<file path="config.mk">
export PLATFORM = sky130hd
export DESIGN_NAME = spio_ports
export DESIGN_NICKNAME = d
export VERILOG_FILES = /design/src/hw/spio_ports.v
export VERILOG_INCLUDE_DIRS = /design/src /design/src/common
export SDC_FILE = /design/constraint.sdc
export NUM_CORES = 1
export LEC_CHECK = 0
export BUFFER_PORTS_ARGS = -buffer_cell sky130_fd_sc_hd__buf_2
export CAP_MARGIN = 10
export CELL_PAD_IN_SITES_DETAIL_PLACEMENT = 0
export CELL_PAD_IN_SITES_GLOBAL_PLACEMENT = 1
export CORE_AREA = 2 2 398 400
export CTS_BUF_LIST = sky130_fd_sc_hd__clkbuf_4 sky130_fd_sc_hd__clkbuf_8
export DETAILED_ROUTE_END_ITERATION = 8
export DIE_AREA = 0 0 400 402
export GPL_ROUTABILITY_DRIVEN = 0
export GPL_TIMING_DRIVEN = 0
export PLACE_DENSITY = 0.39
export SYNTH_ARGS = -nofsm -noshare
export SYNTH_HDL_FRONTEND = slang
export SYNTH_SLANG_ARGS = --single-unit
export TNS_END_PERCENT = 20
</file>
<file path="constraint.sdc">
create_clock -name sys_clk_i -period 6.1 [get_ports sys_clk_i]
set_input_delay 0.61 -clock sys_clk_i [delete_from_list [all_inputs] [get_ports sys_clk_i]]
set_output_delay 0.61 -clock sys_clk_i [all_outputs]
set_load 0.005 [all_outputs]
</file>
<file path="src/common/spio_map.vh">
// register indices, implemented-bit masks and bus constants for the shared io ports
`ifndef SPIO_MAP_VH
`define SPIO_MAP_VH

// register indices; byte address is four times the index
`define SPIO_DIR_A_IDX 10'h2c0
`define SPIO_LVL_A_IDX 10'h2c2
`define SPIO_LAT_A_IDX 10'h2c4
`define SPIO_DIR_B_IDX 10'h2c6
`define SPIO_LVL_B_IDX 10'h2c8
`define SPIO_LAT_B_IDX 10'h2cb
`define SPIO_DIR_C_IDX 10'h2cc
`define SPIO_LVL_C_IDX 10'h2ce
`define SPIO_LAT_C_IDX 10'h2d0
`define SPIO_DIR_D_IDX 10'h2d2
`define SPIO_LVL_D_IDX 10'h2d4
`define SPIO_LAT_D_IDX 10'h2d6
`define SPIO_DIR_E_IDX 10'h2d8
`define SPIO_LVL_E_IDX 10'h2da
`define SPIO_LAT_E_IDX 10'h2dc
`define SPIO_LVL_F_IDX 10'h2e0
`define SPIO_LAT_F_IDX 10'h2e2
`define SPIO_DIR_G_IDX 10'h2e4
`define SPIO_LVL_G_IDX 10'h2e6
`define SPIO_LAT_G_IDX 10'h2e8
`define SPIO_DIR_F_IDX 10'h2ee

// implemented bits; the direction reset pattern equals this mask
`define SPIO_IMPL_A 16'hc600
`define SPIO_IMPL_B 16'hffff
`define SPIO_IMPL_C 16'he00a
`define SPIO_IMPL_D 16'hffff
`define SPIO_IMPL_E 16'h03ff
`define SPIO_IMPL_F 16'h01ff
`define SPIO_IMPL_G 16'h03cf

// latch and pin-level reset value
`define SPIO_DATA_RST 16'h0000

// index field position inside the byte address
`define SPIO_IDX_LSB 2
`define SPIO_IDX_W 10
`define SPIO_ADDR_W 12

// width of one port
`define SPIO_PORT_W 16
// number of ports
`define SPIO_NPORT 7

// instruction cycle divider: clocks per instruction cycle
`define SPIO_CYC_DIV 1

`endif

</file>
<file path="src/hw/spio_ports.v">
// shared parallel io ports a..g with apb register access and pad muxing
`timescale 1ns/100ps
`include "spio_map.vh"

// Overview of operation
// - direction bit one is input, zero output
// - reset makes every implemented pin input
// - latch register reads and writes latch only
// - pin-level reads pins, writes go to latch
// - active peripheral disables port driver, readable
// - idle enabled peripheral lets port drive pin
// - per-pad mux pair, peripheral wins
// - unimplemented bits disabled and read zero
// - input-only shared pin acts as dedicated
// - port a direction also steers shared functions
// - analog-configured pins read zero as level
// - reset clears data, loads direction patterns
module spio_ports #(
    parameter PORT_W = `SPIO_PORT_W,
    parameter NPORT = `SPIO_NPORT,
    parameter CYC_DIV = `SPIO_CYC_DIV
) (
    input wire sys_clk_i, // system clock, 10 mhz
    input wire arst_n_i, // async reset, active low
    input wire psel_i, // apb select
    input wire penable_i, // apb access phase
    input wire pwrite_i, // apb write
    input wire [`SPIO_ADDR_W-1:0] paddr_i, // apb byte address
    input wire [31:0] pwdata_i, // apb write data
    input wire [3:0] pstrb_i, // apb byte strobes
    output wire [31:0] prdata_o, // apb read data
    output wire pready_o, // apb ready
    output wire pslverr_o, // apb error on unmapped address
    input wire [PORT_W*NPORT-1:0] pad_in_i, // pad input buffers, port a low
    output wire [PORT_W*NPORT-1:0] pad_out_o, // pad output data
    output wire [PORT_W*NPORT-1:0] pad_oe_n_o, // pad output enable, low drives
    input wire [PORT_W*NPORT-1:0] periph_en_i, // peripheral owning the pad enabled
    input wire [PORT_W*NPORT-1:0] periph_drive_i, // peripheral actively driving
    input wire [PORT_W*NPORT-1:0] periph_out_i, // peripheral output data
    input wire [PORT_W*NPORT-1:0] periph_oe_n_i, // peripheral output enable, low drives
    input wire [PORT_W-1:0] analog_pin_config_i, // port b pins set analog when 0
    output wire [PORT_W-1:0] first_bank_dir_o, // port a direction for shared functions
    output wire [PORT_W*NPORT-1:0] pin_level_o // sampled pin levels
);

    localparam IW = `SPIO_IDX_W;
    localparam ALL = PORT_W * NPORT;

    localparam [IW*7-1:0] DIR_IDX = {
        `SPIO_DIR_G_IDX, `SPIO_DIR_F_IDX, `SPIO_DIR_E_IDX, `SPIO_DIR_D_IDX,
        `SPIO_DIR_C_IDX, `SPIO_DIR_B_IDX, `SPIO_DIR_A_IDX};
    localparam [IW*7-1:0] LVL_IDX = {
        `SPIO_LVL_G_IDX, `SPIO_LVL_F_IDX, `SPIO_LVL_E_IDX, `SPIO_LVL_D_IDX,
        `SPIO_LVL_C_IDX, `SPIO_LVL_B_IDX, `SPIO_LVL_A_IDX};
    localparam [IW*7-1:0] LAT_IDX = {
        `SPIO_LAT_G_IDX, `SPIO_LAT_F_IDX, `SPIO_LAT_E_IDX, `SPIO_LAT_D_IDX,
        `SPIO_LAT_C_IDX, `SPIO_LAT_B_IDX, `SPIO_LAT_A_IDX};
    localparam [16*7-1:0] IMPL = {
        `SPIO_IMPL_G, `SPIO_IMPL_F, `SPIO_IMPL_E, `SPIO_IMPL_D,
        `SPIO_IMPL_C, `SPIO_IMPL_B, `SPIO_IMPL_A};

    // analog configuration only exists on port b
    localparam PORT_B = 1;

    // instruction cycle divider
    reg [7:0] cyc_cnt_ff;
    reg [7:0] nxt_cyc_cnt;
    wire cyc_tick;

    assign cyc_tick = (cyc_cnt_ff == 8'h00);

    always @*
    begin
        if (cyc_tick)
            nxt_cyc_cnt = CYC_DIV[7:0] - 8'h01;
        else
            nxt_cyc_cnt = cyc_cnt_ff - 8'h01;
    end

    always @(posedge sys_clk_i or negedge arst_n_i)
    begin
        if (!arst_n_i)
            cyc_cnt_ff <= 8'h00;
        else
            cyc_cnt_ff <= nxt_cyc_cnt;
    end

    // apb phase decode
    wire [IW-1:0] idx;
    wire setup_ph;
    wire wr_acc;
    wire [15:0] wmask;

    assign idx = paddr_i[`SPIO_IDX_LSB +: IW];
    assign setup_ph = psel_i & ~penable_i;
    // zero wait state: every access phase completes at once
    assign pready_o = 1'b1;
    assign wr_acc = psel_i & penable_i & pwrite_i & pready_o;
    assign wmask = {{8{pstrb_i[1]}}, {8{pstrb_i[0]}}};

    wire [NPORT-1:0] dir_hit;
    wire [NPORT-1:0] lvl_hit;
    wire [NPORT-1:0] lat_hit;
    wire [ALL-1:0] dir_all;
    wire [ALL-1:0] lat_all;
    wire [ALL-1:0] lvl_all;

    genvar k;
    generate
        for (k = 0; k < NPORT; k = k + 1)
        begin : g_port
            localparam [15:0] MASK = IMPL[k*16 +: 16];
            wire [15:0] ana_zero;
            wire [15:0] pin_in;
            wire [15:0] p_en;
            wire [15:0] p_drv;
            wire [15:0] own;
            reg [15:0] dir_ff;
            reg [15:0] lat_ff;
            reg [15:0] lvl_ff;
            reg [15:0] nxt_dir;
            reg [15:0] nxt_lat;
            reg [15:0] nxt_lvl;

            assign dir_hit[k] = (idx == DIR_IDX[k*IW +: IW]);
            assign lvl_hit[k] = (idx == LVL_IDX[k*IW +: IW]);
            assign lat_hit[k] = (idx == LAT_IDX[k*IW +: IW]);

            if (k == PORT_B)
            begin : g_ana
                assign ana_zero = analog_pin_config_i;
            end
            else
            begin : g_dig
                assign ana_zero = 16'hffff;
            end

            assign pin_in = pad_in_i[k*16 +: 16];
            assign p_en = periph_en_i[k*16 +: 16];
            // an input-only peripheral never asserts drive, so the pin stays a port
            assign p_drv = p_en & periph_drive_i[k*16 +: 16];
            // an enabled but idle peripheral leaves the pad to the port
            assign own = p_drv & MASK;

            always @*
            begin
                nxt_dir = dir_ff;
                nxt_lat = lat_ff;
                nxt_lvl = lvl_ff;
                if (wr_acc && dir_hit[k])
                    nxt_dir = ((dir_ff & ~wmask) | (pwdata_i[15:0] & wmask)) & MASK;
                if (wr_acc && (lat_hit[k] || lvl_hit[k]))
                    nxt_lat = ((lat_ff & ~wmask) | (pwdata_i[15:0] & wmask)) & MASK;
                if (cyc_tick)
                    nxt_lvl = pin_in & ana_zero & MASK;
            end

            always @(posedge sys_clk_i or negedge arst_n_i)
            begin
                if (!arst_n_i)
                begin
                    dir_ff <= MASK;
                    lat_ff <= `SPIO_DATA_RST;
                    lvl_ff <= `SPIO_DATA_RST;
                end
                else
                begin
                    dir_ff <= nxt_dir;
                    lat_ff <= nxt_lat;
                    lvl_ff <= nxt_lvl;
                end
            end

            // pad mux pair: data and enable, peripheral first
            assign pad_out_o[k*16 +: 16] =
                (own & periph_out_i[k*16 +: 16]) | (~own & lat_ff & MASK);
            assign pad_oe_n_o[k*16 +: 16] =
                (own & periph_oe_n_i[k*16 +: 16]) |
                (~own & (dir_ff | ~MASK));

            assign dir_all[k*16 +: 16] = dir_ff;
            assign lat_all[k*16 +: 16] = lat_ff;
            assign lvl_all[k*16 +: 16] = lvl_ff;
        end
    endgenerate

    // port a direction also controls interrupt and reference pins sharing it
    assign first_bank_dir_o = dir_all[15:0];
    assign pin_level_o = lvl_all;

    // read data is captured in the setup phase so it is a flop in the access phase
    reg [31:0] prdata_ff;
    reg [31:0] nxt_prdata;
    reg hit_any;
    integer j;

    always @*
    begin
        nxt_prdata = prdata_ff;
        hit_any = 1'b0;
        for (j = 0; j < NPORT; j = j + 1)
        begin
            if (dir_hit[j] || lvl_hit[j] || lat_hit[j])
                hit_any = 1'b1;
        end
        if (setup_ph && !pwrite_i)
        begin
            nxt_prdata = 32'h0000_0000;
            for (j = 0; j < NPORT; j = j + 1)
            begin
                if (dir_hit[j])
                    nxt_prdata[15:0] = dir_all[j*16 +: 16];
                if (lvl_hit[j])
                    nxt_prdata[15:0] = lvl_all[j*16 +: 16];
                if (lat_hit[j])
                    nxt_prdata[15:0] = lat_all[j*16 +: 16];
            end
        end
    end

    always @(posedge sys_clk_i or negedge arst_n_i)
    begin
        if (!arst_n_i)
            prdata_ff <= 32'h0000_0000;
        else
            prdata_ff <= nxt_prdata;
    end

    assign prdata_o = prdata_ff;
    assign pslverr_o = psel_i & penable_i & ~hit_any;

endmodule // spio_ports

</file>
After elaboration in Yosys (flattened, before gate mapping) --
Index checks and enable logic that the tools add are counted. W data, S select, Z words.
Cells by class: $add $sub $neg 1, equality and inequality tests 21, muxes and demuxes 29, bitwise operators 93, reduce and logical (&&, ||, !) cells 38
Operators with widths (number):
- $and A16 B16 Y16 | 33
- $mux W16 | 21
- $or A16 B16 Y16 | 19
- $eq A10 B10 Y1 const B | 21
- $and A10 B10 Y10 | 8
- $not A16 Y16 | 5
- $and A10 B16 Y16 | 4
- $or A10 B10 Y10 | 4
- $and A9 B9 Y9 | 4
- $and A9 B16 Y16 | 2
- $not A10 Y16 | 2
- $or A16 B10 Y16 | 2
- $logic_or A1 B1 Y1 | 21
- $or A9 B9 Y9 | 2
- $not A9 Y16 | 1
- $or A16 B9 Y16 | 1
- $logic_and A1 B1 Y1 | 15
- $logic_not A8 Y1 | 1
- $mux W8 | 1
- $sub A8 B1 Y8 const B | 1
- $mux W1 | 7
- $and A1 B1 Y1 | 4
- $not A1 Y1 | 2
- $logic_not A1 Y1 | 1
Storage, ports and cells: register bits 228, bits of input ports 629, output and inout port bits 386

Logic depth before layout (Yosys ltp) --
Gate-level depths: netlist (run 1).
word-level depth 22, mapped depth 10, depth with buffers taken out 6

Worst setup path after synthesis (run 1) --
No wires, ideal clock.
path type in2out, from input paddr_i[4], to output pslverr_o, data arrival time 1.883 ns, data required time 5.490 ns, setup slack 3.607 ns, stages on the path 7, path buffers 4, path through buf_4 -> buf_4 -> buf_4 -> clkbuf_1 -> o21ai_0 -> a221o_1 -> a21oi_1
On the way: longest elaborated chain between the ends 12, elaborated cells on any way between the ends 44
RTL lines:
- start: declaration | line spio_ports.v:28 | input wire [`SPIO_ADDR_W-1:0] paddr_i,
- $eq A10 B10 Y1 (on tied branches) | line spio_ports.v:125, spio_ports.v:126
- $logic_or A1 B1 Y1 (2 in a row) | line spio_ports.v:203 | if (dir_hit[j] || lvl_hit[j] || lat_hit[j])
- $mux W1 (6 in a row) | line spio_ports.v:203
- $mux W1 * | line spio_ports.v:203
- $not A1 Y1 * | line spio_ports.v:230 | assign pslverr_o = psel_i & penable_i & ~hit_any;
- $and A1 B1 Y1 * | line spio_ports.v:230
- end: declaration | line spio_ports.v:33 | output wire pslverr_o,
Mark *: on every way between the ends. The rest lies on a longest branch, timed or not.

Worst setup path in the final report (run 1) --
from input paddr_i[2], to output pslverr_o
The elaborated chain is that of the path after synthesis.

==> results of run 1 <==
==> worst reg2reg max path: stages (launching register included) <==
cell	delay (ns)
dfrtp_1	0.42
or4_1	0.54
buf_2	0.18
nor3_2	0.24
nand2_1	0.30
clkbuf_1	0.58
nand2_1	0.24
nand2_1	0.07
==> layer usage <==
metal  share of wire  wire length [um]  vias up  global-route usage
met5          0.0022               242        -                   0
met4           0.019              2050       38              0.0233
met3           0.097             10400      155              0.0457
met2            0.49             52400      737               0.224
met1            0.40             42600     6957               0.154
li1                -                 -     6565                   -
==> synthesized netlist by cell type (3+ instances only) <==
library cell / number / area [sq um]
a211o_1: 3 / 26.3
a211oi_1: 3 / 22.5
a21oi_1: 46 / 230
a221o_1: 4 / 40.0
a221oi_1: 8 / 70.1
a22o_1: 3 / 26.3
a22oi_1: 26 / 195
a2bb2oi_1: 4 / 35.0
a31oi_1: 4 / 25.0
a32o_1: 4 / 40.0
a32oi_1: 5 / 43.8
and3_1: 3 / 18.8
and3b_1: 3 / 26.3
buf_1: 7 / 26.3
buf_2: 25 / 125
buf_4: 169 / 1270
buf_6: 7 / 78.8
clkbuf_1: 24 / 90.1
dfrtp_1: 160 / 4000
dfstp_2: 68 / 1790
inv_1: 10 / 37.5
mux2_2: 274 / 3090
mux2i_1: 12 / 120
nand2_1: 322 / 1210
nand2b_1: 10 / 62.6
nand3_1: 27 / 135
nand4_1: 7 / 43.8
nor2_1: 42 / 158
nor2_2: 7 / 43.8
nor2b_1: 11 / 68.8
nor3_1: 18 / 90.1
nor3_2: 4 / 40.0
nor3b_1: 3 / 22.5
o21a_1: 4 / 30.0
o21ai_0: 37 / 185
o21ai_1: 5 / 25.0
o221ai_1: 6 / 52.6
o22ai_1: 18 / 113
o311ai_0: 3 / 26.3
o31ai_1: 5 / 37.5
o32a_1: 3 / 30.0
o41ai_1: 5 / 43.8
or2_2: 3 / 18.8
or3_1: 4 / 25.0
==> through the flow <==
stage	cell area (sq um)	instances	setup TNS (ns)	hold WS (ns)	setup slack [ns]
5_1_grt	21900	4408	0	0.0419	2.15
3_3_place_gp	20600	4304	-93.98	0.446	-0.644
2_1_floorplan	15000	1627	0	0.314	3.61
6_report	21900	4415	0	0.0880	2.27
4_1_cts	21900	4406	0	0.00187	2.30
3_5_place_dp	20700	4309	0	0.452	2.31
==> kinds of logic after synthesis <==
group                    Yosys count  synth area share
adder cells (fa/ha/maj)            1          0.000869
buffers and inverters            243             0.113
other                              2          0.000522
flip-flops                       228             0.402
XOR/XNOR                           3           0.00183
multiplexers                     288             0.225
AND/OR/NAND/NOR                  488             0.154
AO/OA/AOI/OAI                    215             0.102
==> report_power, final <==
group	switching [W]	internal, W	total, W
sequential	0.0000589	0.00155	0.00160
combinational	0.000349	0.000298	0.000647
clock	0.000852	0.00114	0.00199
total	0.00126	0.00298	0.00424
==> final timing paths <==
kind / cells past startpoint / startpoint / slack (ns) / endpoint
worst max-delay path: 8 / paddr_i[2] / 2.27 / pslverr_o
worst min-delay path: 3 / pad_in_i[52] / 0.09 / g_port[3].lvl_ff[4]$_DFFE_PN0N_
worst max register to register: 7 / cyc_cnt_ff[2]$_DFF_PN0_ / 3.41 / g_port[2].lvl_ff[1]$_DFFE_PN0N_
worst min register to register: 2 / prdata_o[11]$_DFFE_PN0P_ / 0.47 / prdata_o[11]$_DFFE_PN0P_
max in group asynchronous: 3 / arst_n_i / 4.77 / async pin
min in group asynchronous: 2 / arst_n_i / 0.38 / g_port[1].lvl_ff[8]$_DFFE_PN0N_
==> area by class of cell <==
cell class / instances / share of cell area
Antenna cell: 9 / 0.00103
Buffer: 232 / 0.0725
Clock buffer: 86 / 0.0483
Clock inverter: 8 / 0.00394
Inverter: 11 / 0.00188
Multi-Input combinational cell: 1156 / 0.346
Sequential cell: 228 / 0.264
Tap cell: 2072 / 0.118
Timing Repair Buffer: 613 / 0.144
==> run_results.csv, run 1 <==
group,metric,value,unit
outcome,status,"finished clean",
logic_synthesis,synth_edf_count,0,
worst_setup_path,crit_chain,"buf_2 -> buf_2 -> buf_1 -> clkbuf_1 -> nor2_1 -> a221o_1 -> a21oi_1 -> buf_2",
worst_setup_path,cp.required,5.49,ns
sta,rsz0062_at_grt,"false",
power,irDropWorstVdd,0.149,mV
layout,final_common_cell,"buf_2",
layout,multi_input_area,7580,sq um
worst_setup_path,crit_top_cell,"buf_2",
clocking,postCtsSetupBuffers,0,
global_route,antenna_found_initial,70,
logic_synthesis,ys_ff_latch,228,
floorplan,die_x,400,um
sta,slew_viol_final,0,
clocking,h-tree-depth,2,
layout,area.sequential,5790,sq um
sta,finalHoldViolCount,0,
placement,io_buffers,605,
placement,dp.final_hpwl,92.2,mm
logic_synthesis,synth_area_per_cell,9.81,sq um
global_route,grt_max_degree,101,
logic_synthesis,async_flop_share,1.00,
clocking,clk_latency,0.72,ns
floorplan,fp.dieH,402,um
logic_synthesis,ys.flop_type,"dfrtp_1",
logic_synthesis,syn-cell-area,14400,sq um
clocking,cts_tree,"built",
route,drt_iter0_markers,947,
logic_synthesis,syn_inst,1468,
route,route.detailed.drc,0,
clocking,cts_root_buf,"clkbuf_8",
logic_synthesis,ys_warn_count,0,
worst_setup_path,crit_type,"in -> out",
clocking,hold_buffers,3,
worst_setup_path,cp-end-kind,"output pin",
worst_setup_path,cp_max_fo,10,
power,p_total,0.00424,W
global_route,grt_use_total,0.129,
layout,drive_gt1_frac,0.548,
layout,layout_common_cells,"buf_2, nand2_1, mux2_2",
logic_synthesis,synth_cell_types,86,
power,powerDensity,193,nW/um^2
worst_setup_path,crit_slowest_cell,"clkbuf_1",
sta,fmax,261,MHz
floorplan,row_count,146,
sta,fin_crit_sh,0.628,
floorplan,core_area,157000,sq um
floorplan,start_util,0.0916,
layout,final_core_util,0.140,
floorplan,die-area,161000,sq um
route,wire_per_inst,24.4,um
floorplan,io-pin-count,1015,
global_route,grt_pass1_wl,138,mm
route,dr.pass1.iters,5,
sta,layout_min_cycle_time,3.83,ns
worst_hold_path,hold_path_class,"in -> reg",
worst_setup_path,worst_path_largest_cell_delay,0.73,ns
logic_synthesis,ys_seq_area_frac,0.402,
sta,tightest_slew,1.45,ns
layout,synthToLayoutAreaGrowth,52.2,%
clocking,cts_resized,0,
global_route,gr-total-overflow,0,
layout,layout.nets,2922,
worst_setup_path,worst-endpoint-arrival,3.22,ns
clocking,clock-sinks,228,
sta,setup_viol,0,
route,vias_per_cell,3.27,
job,max_cap_viol_count,0,
route,num_vias,14500,
route,finalWirelength,108,mm
route,ant_nets,0,
clocking,cts_made_buffers,50,
worst_setup_path,start_kind,"primary input",
worst_setup_path,crit_buf_inv,5,
sta,slew_headroom,0.0340,
clocking,clockBufferDepth,3,
clocking,clkTransAtPathRegs,0.06,ns
sta,fin_worst_skew,0.0411,ns
power,total_leakage_power,10.7,nW
layout,nFillCells,18200,
worst_setup_path,crit_family,"buffers and inverters",
global_route,grt_pass1_vias,14600,
Power figures use the tool's default switching activity.
==> inputs of run 2 (changes only) <==
CORE_AREA = 2 2 397 399   (was 2 2 398 400)
DIE_AREA = 0 0 399 401   (was 0 0 400 402)
PLACE_DENSITY = 0.4   (was 0.39)
clock period = 3.25 ns   (was 6.1 ns; I/O delays follow)
==> run_results.csv, run 2 (synthesis results as in run 1) <==
group,metric,value,unit
outcome,status,"finished clean",
job,max_cap_viol_count,0,
layout,synthToLayoutAreaGrowth,59.0,%
clocking,cts_made_buffers,52,
layout,final_common_cell,"buf_2",
worst_setup_path,cp.required,3.88,ns
sta,tightest_slew,1.39,ns
floorplan,fp.dieH,401,um
worst_hold_path,hold_path_class,"in -> reg",
worst_setup_path,worst-endpoint-arrival,3.59,ns
global_route,grt_use_total,0.130,
power,comb_power_share,0.158,
global_route,grt_pass1_wl,139,mm
route,route.detailed.drc,0,
floorplan,die-area,160000,sq um
sta,setup_viol,0,
power,powerDensity,362,nW/um^2
global_route,grt_max_degree,103,
sta,layout_min_cycle_time,2.96,ns
placement,dpl.cell_count,4294,
global_route,antenna_found_initial,57,
clocking,cts_root_buf,"clkbuf_8",
route,finalWirelength,108,mm
power,p_int,0.00587,W
placement,dp.final_hpwl,91.9,mm
floorplan,core_area,156000,sq um
route,num_vias,14700,
sta,fin_worst_skew,0.0235,ns
floorplan,io-pin-count,1015,
sta,fmax,338,MHz
sta,slew_viol_final,0,
worst_setup_path,cp_max_fo,10,
route,wire_per_inst,23.9,um
floorplan,row_count,145,
route,dr.pass1.iters,5,
power,irDropWorstVdd,0.246,mV
power,power.switching,0.00242,W
power,power_frac_seq,0.363,
route,drt_iter0_markers,766,
clocking,clockBufferDepth,3,
layout,layout_common_cells,"buf_2, nand2_1, mux2_2",
placement,io_buffers,605,
layout,stdcell_count,4500,
worst_setup_path,cp-end-kind,"flop",
sta,finalHoldViolCount,0,
layout,area.sequential,5790,sq um
sta,slew_headroom,0.0730,
clocking,clk_latency,0.72,ns
layout,layout.nets,3015,
clocking,h-tree-depth,2,
power,total_leakage_power,11.1,nW
worst_setup_path,crit_type,"in -> reg",
floorplan,die_x,399,um
layout,drive_gt1_frac,0.527,
clocking,cts_tree,"built",
global_route,gr-total-overflow,0,
power,clkPwrFrac,0.479,
route,vias_per_cell,3.27,
route,ant_nets,0,
layout,nFillCells,18000,
floorplan,start_util,0.0925,
sta,rsz0062_at_grt,"false",
worst_setup_path,start_kind,"primary input",
global_route,grt_pass1_vias,14900,
sta,fin_setup_tns,0,ns
sta,fin_crit_sh,0.911,
clocking,clkTransAtPathRegs,0.06,ns
power,swShare,0.292,
layout,multi_input_area,7580,sq um
sta,holdWs,0.0352,ns
clocking,clock-sinks,228,
-- run 2: stage by stage --
stage | cell area [sq um] | power (W) | util | worst slack (ns)
after detailed placement | 20700 | 0.00429 | 0.133 | -0.319
after global routing | 22900 | 0.00874 | 0.147 | 0.112
final | 22900 | 0.00829 | 0.147 | 0.289
after global placement | 20600 | 0.00427 | 0.132 | -3.15
after floorplan | 15000 | 0.00353 | - | 1.32
after CTS | 22900 | 0.00848 | 0.147 | 0.0963
-- run 2: metal layers --
metal,GRT usage,vias up,wire length [um]
met5,0,-,145
met4,0.0202,26,1600
met3,0.0441,108,10000
met2,0.225,685,52300
met1,0.158,7129,43500
li1,-,6756,-
-- run 2: path summary, 6_finish.rpt --
kind | from | endpoint | slack, ns | cells after the start
worst max-delay path | paddr_i[4] | prdata_o[0]$_DFFE_PN0P_ | 0.29 | 10
worst min-delay path | pad_in_i[19] | g_port[1].lvl_ff[3]$_DFFE_PN0N_ | 0.04 | 3
worst max register to register | cyc_cnt_ff[2]$_DFF_PN0_ | g_port[1].lvl_ff[2]$_DFFE_PN0N_ | 0.30 | 7
worst min register to register | prdata_o[12]$_DFFE_PN0P_ | prdata_o[12]$_DFFE_PN0P_ | 0.47 | 2
max in group asynchronous | arst_n_i | g_port[5].lvl_ff[4]$_DFFE_PN0N_ | 2.21 | 3
min in group asynchronous | arst_n_i | g_port[1].lvl_ff[0]$_DFFE_PN0N_ | 0.08 | 2
-- run 2: layout make-up --
cell class | instances | share of cell area
flip-flops and latches | 228 | 0.253
repair buffers | 704 | 0.177
well taps | 2058 | 0.112
inverters | 11 | 0.00180
clock buffers | 79 | 0.0428
diodes | 15 | 0.00164
multi-input cells | 1156 | 0.331
plain buffers | 232 | 0.0695
clock inverters | 17 | 0.0103
-- run 2: timing repair --
item                                    in CTS  in global routing
buffers inserted                             0                  0
hold endpoints to repair                   285                  0
hold buffers                                95                  0
endpoints found under the setup margin       0                  1
resized for setup                            0                  3
-- run 2: power by group through the flow --
stage	Sequential (W)	Clock [W]	Combinational (W)
floorplan	0.00299	0	0.000543
global placement	0.00306	0	0.00121
detailed placement	0.00306	0	0.00123
CTS	0.00301	0.00414	0.00133
global route	0.00302	0.00428	0.00144
finish	0.00301	0.00397	0.00131
-- run 2: worst max-delay path: stages --
cell and delay (ns):
buf_4 0.15, buf_4 0.20, buf_4 0.23, buf_2 0.41, nand4b_1 0.45, nor3_1 0.68
a31oi_1 0.11, o311ai_0 0.33, o21ai_0 0.45, a21oi_1 0.24
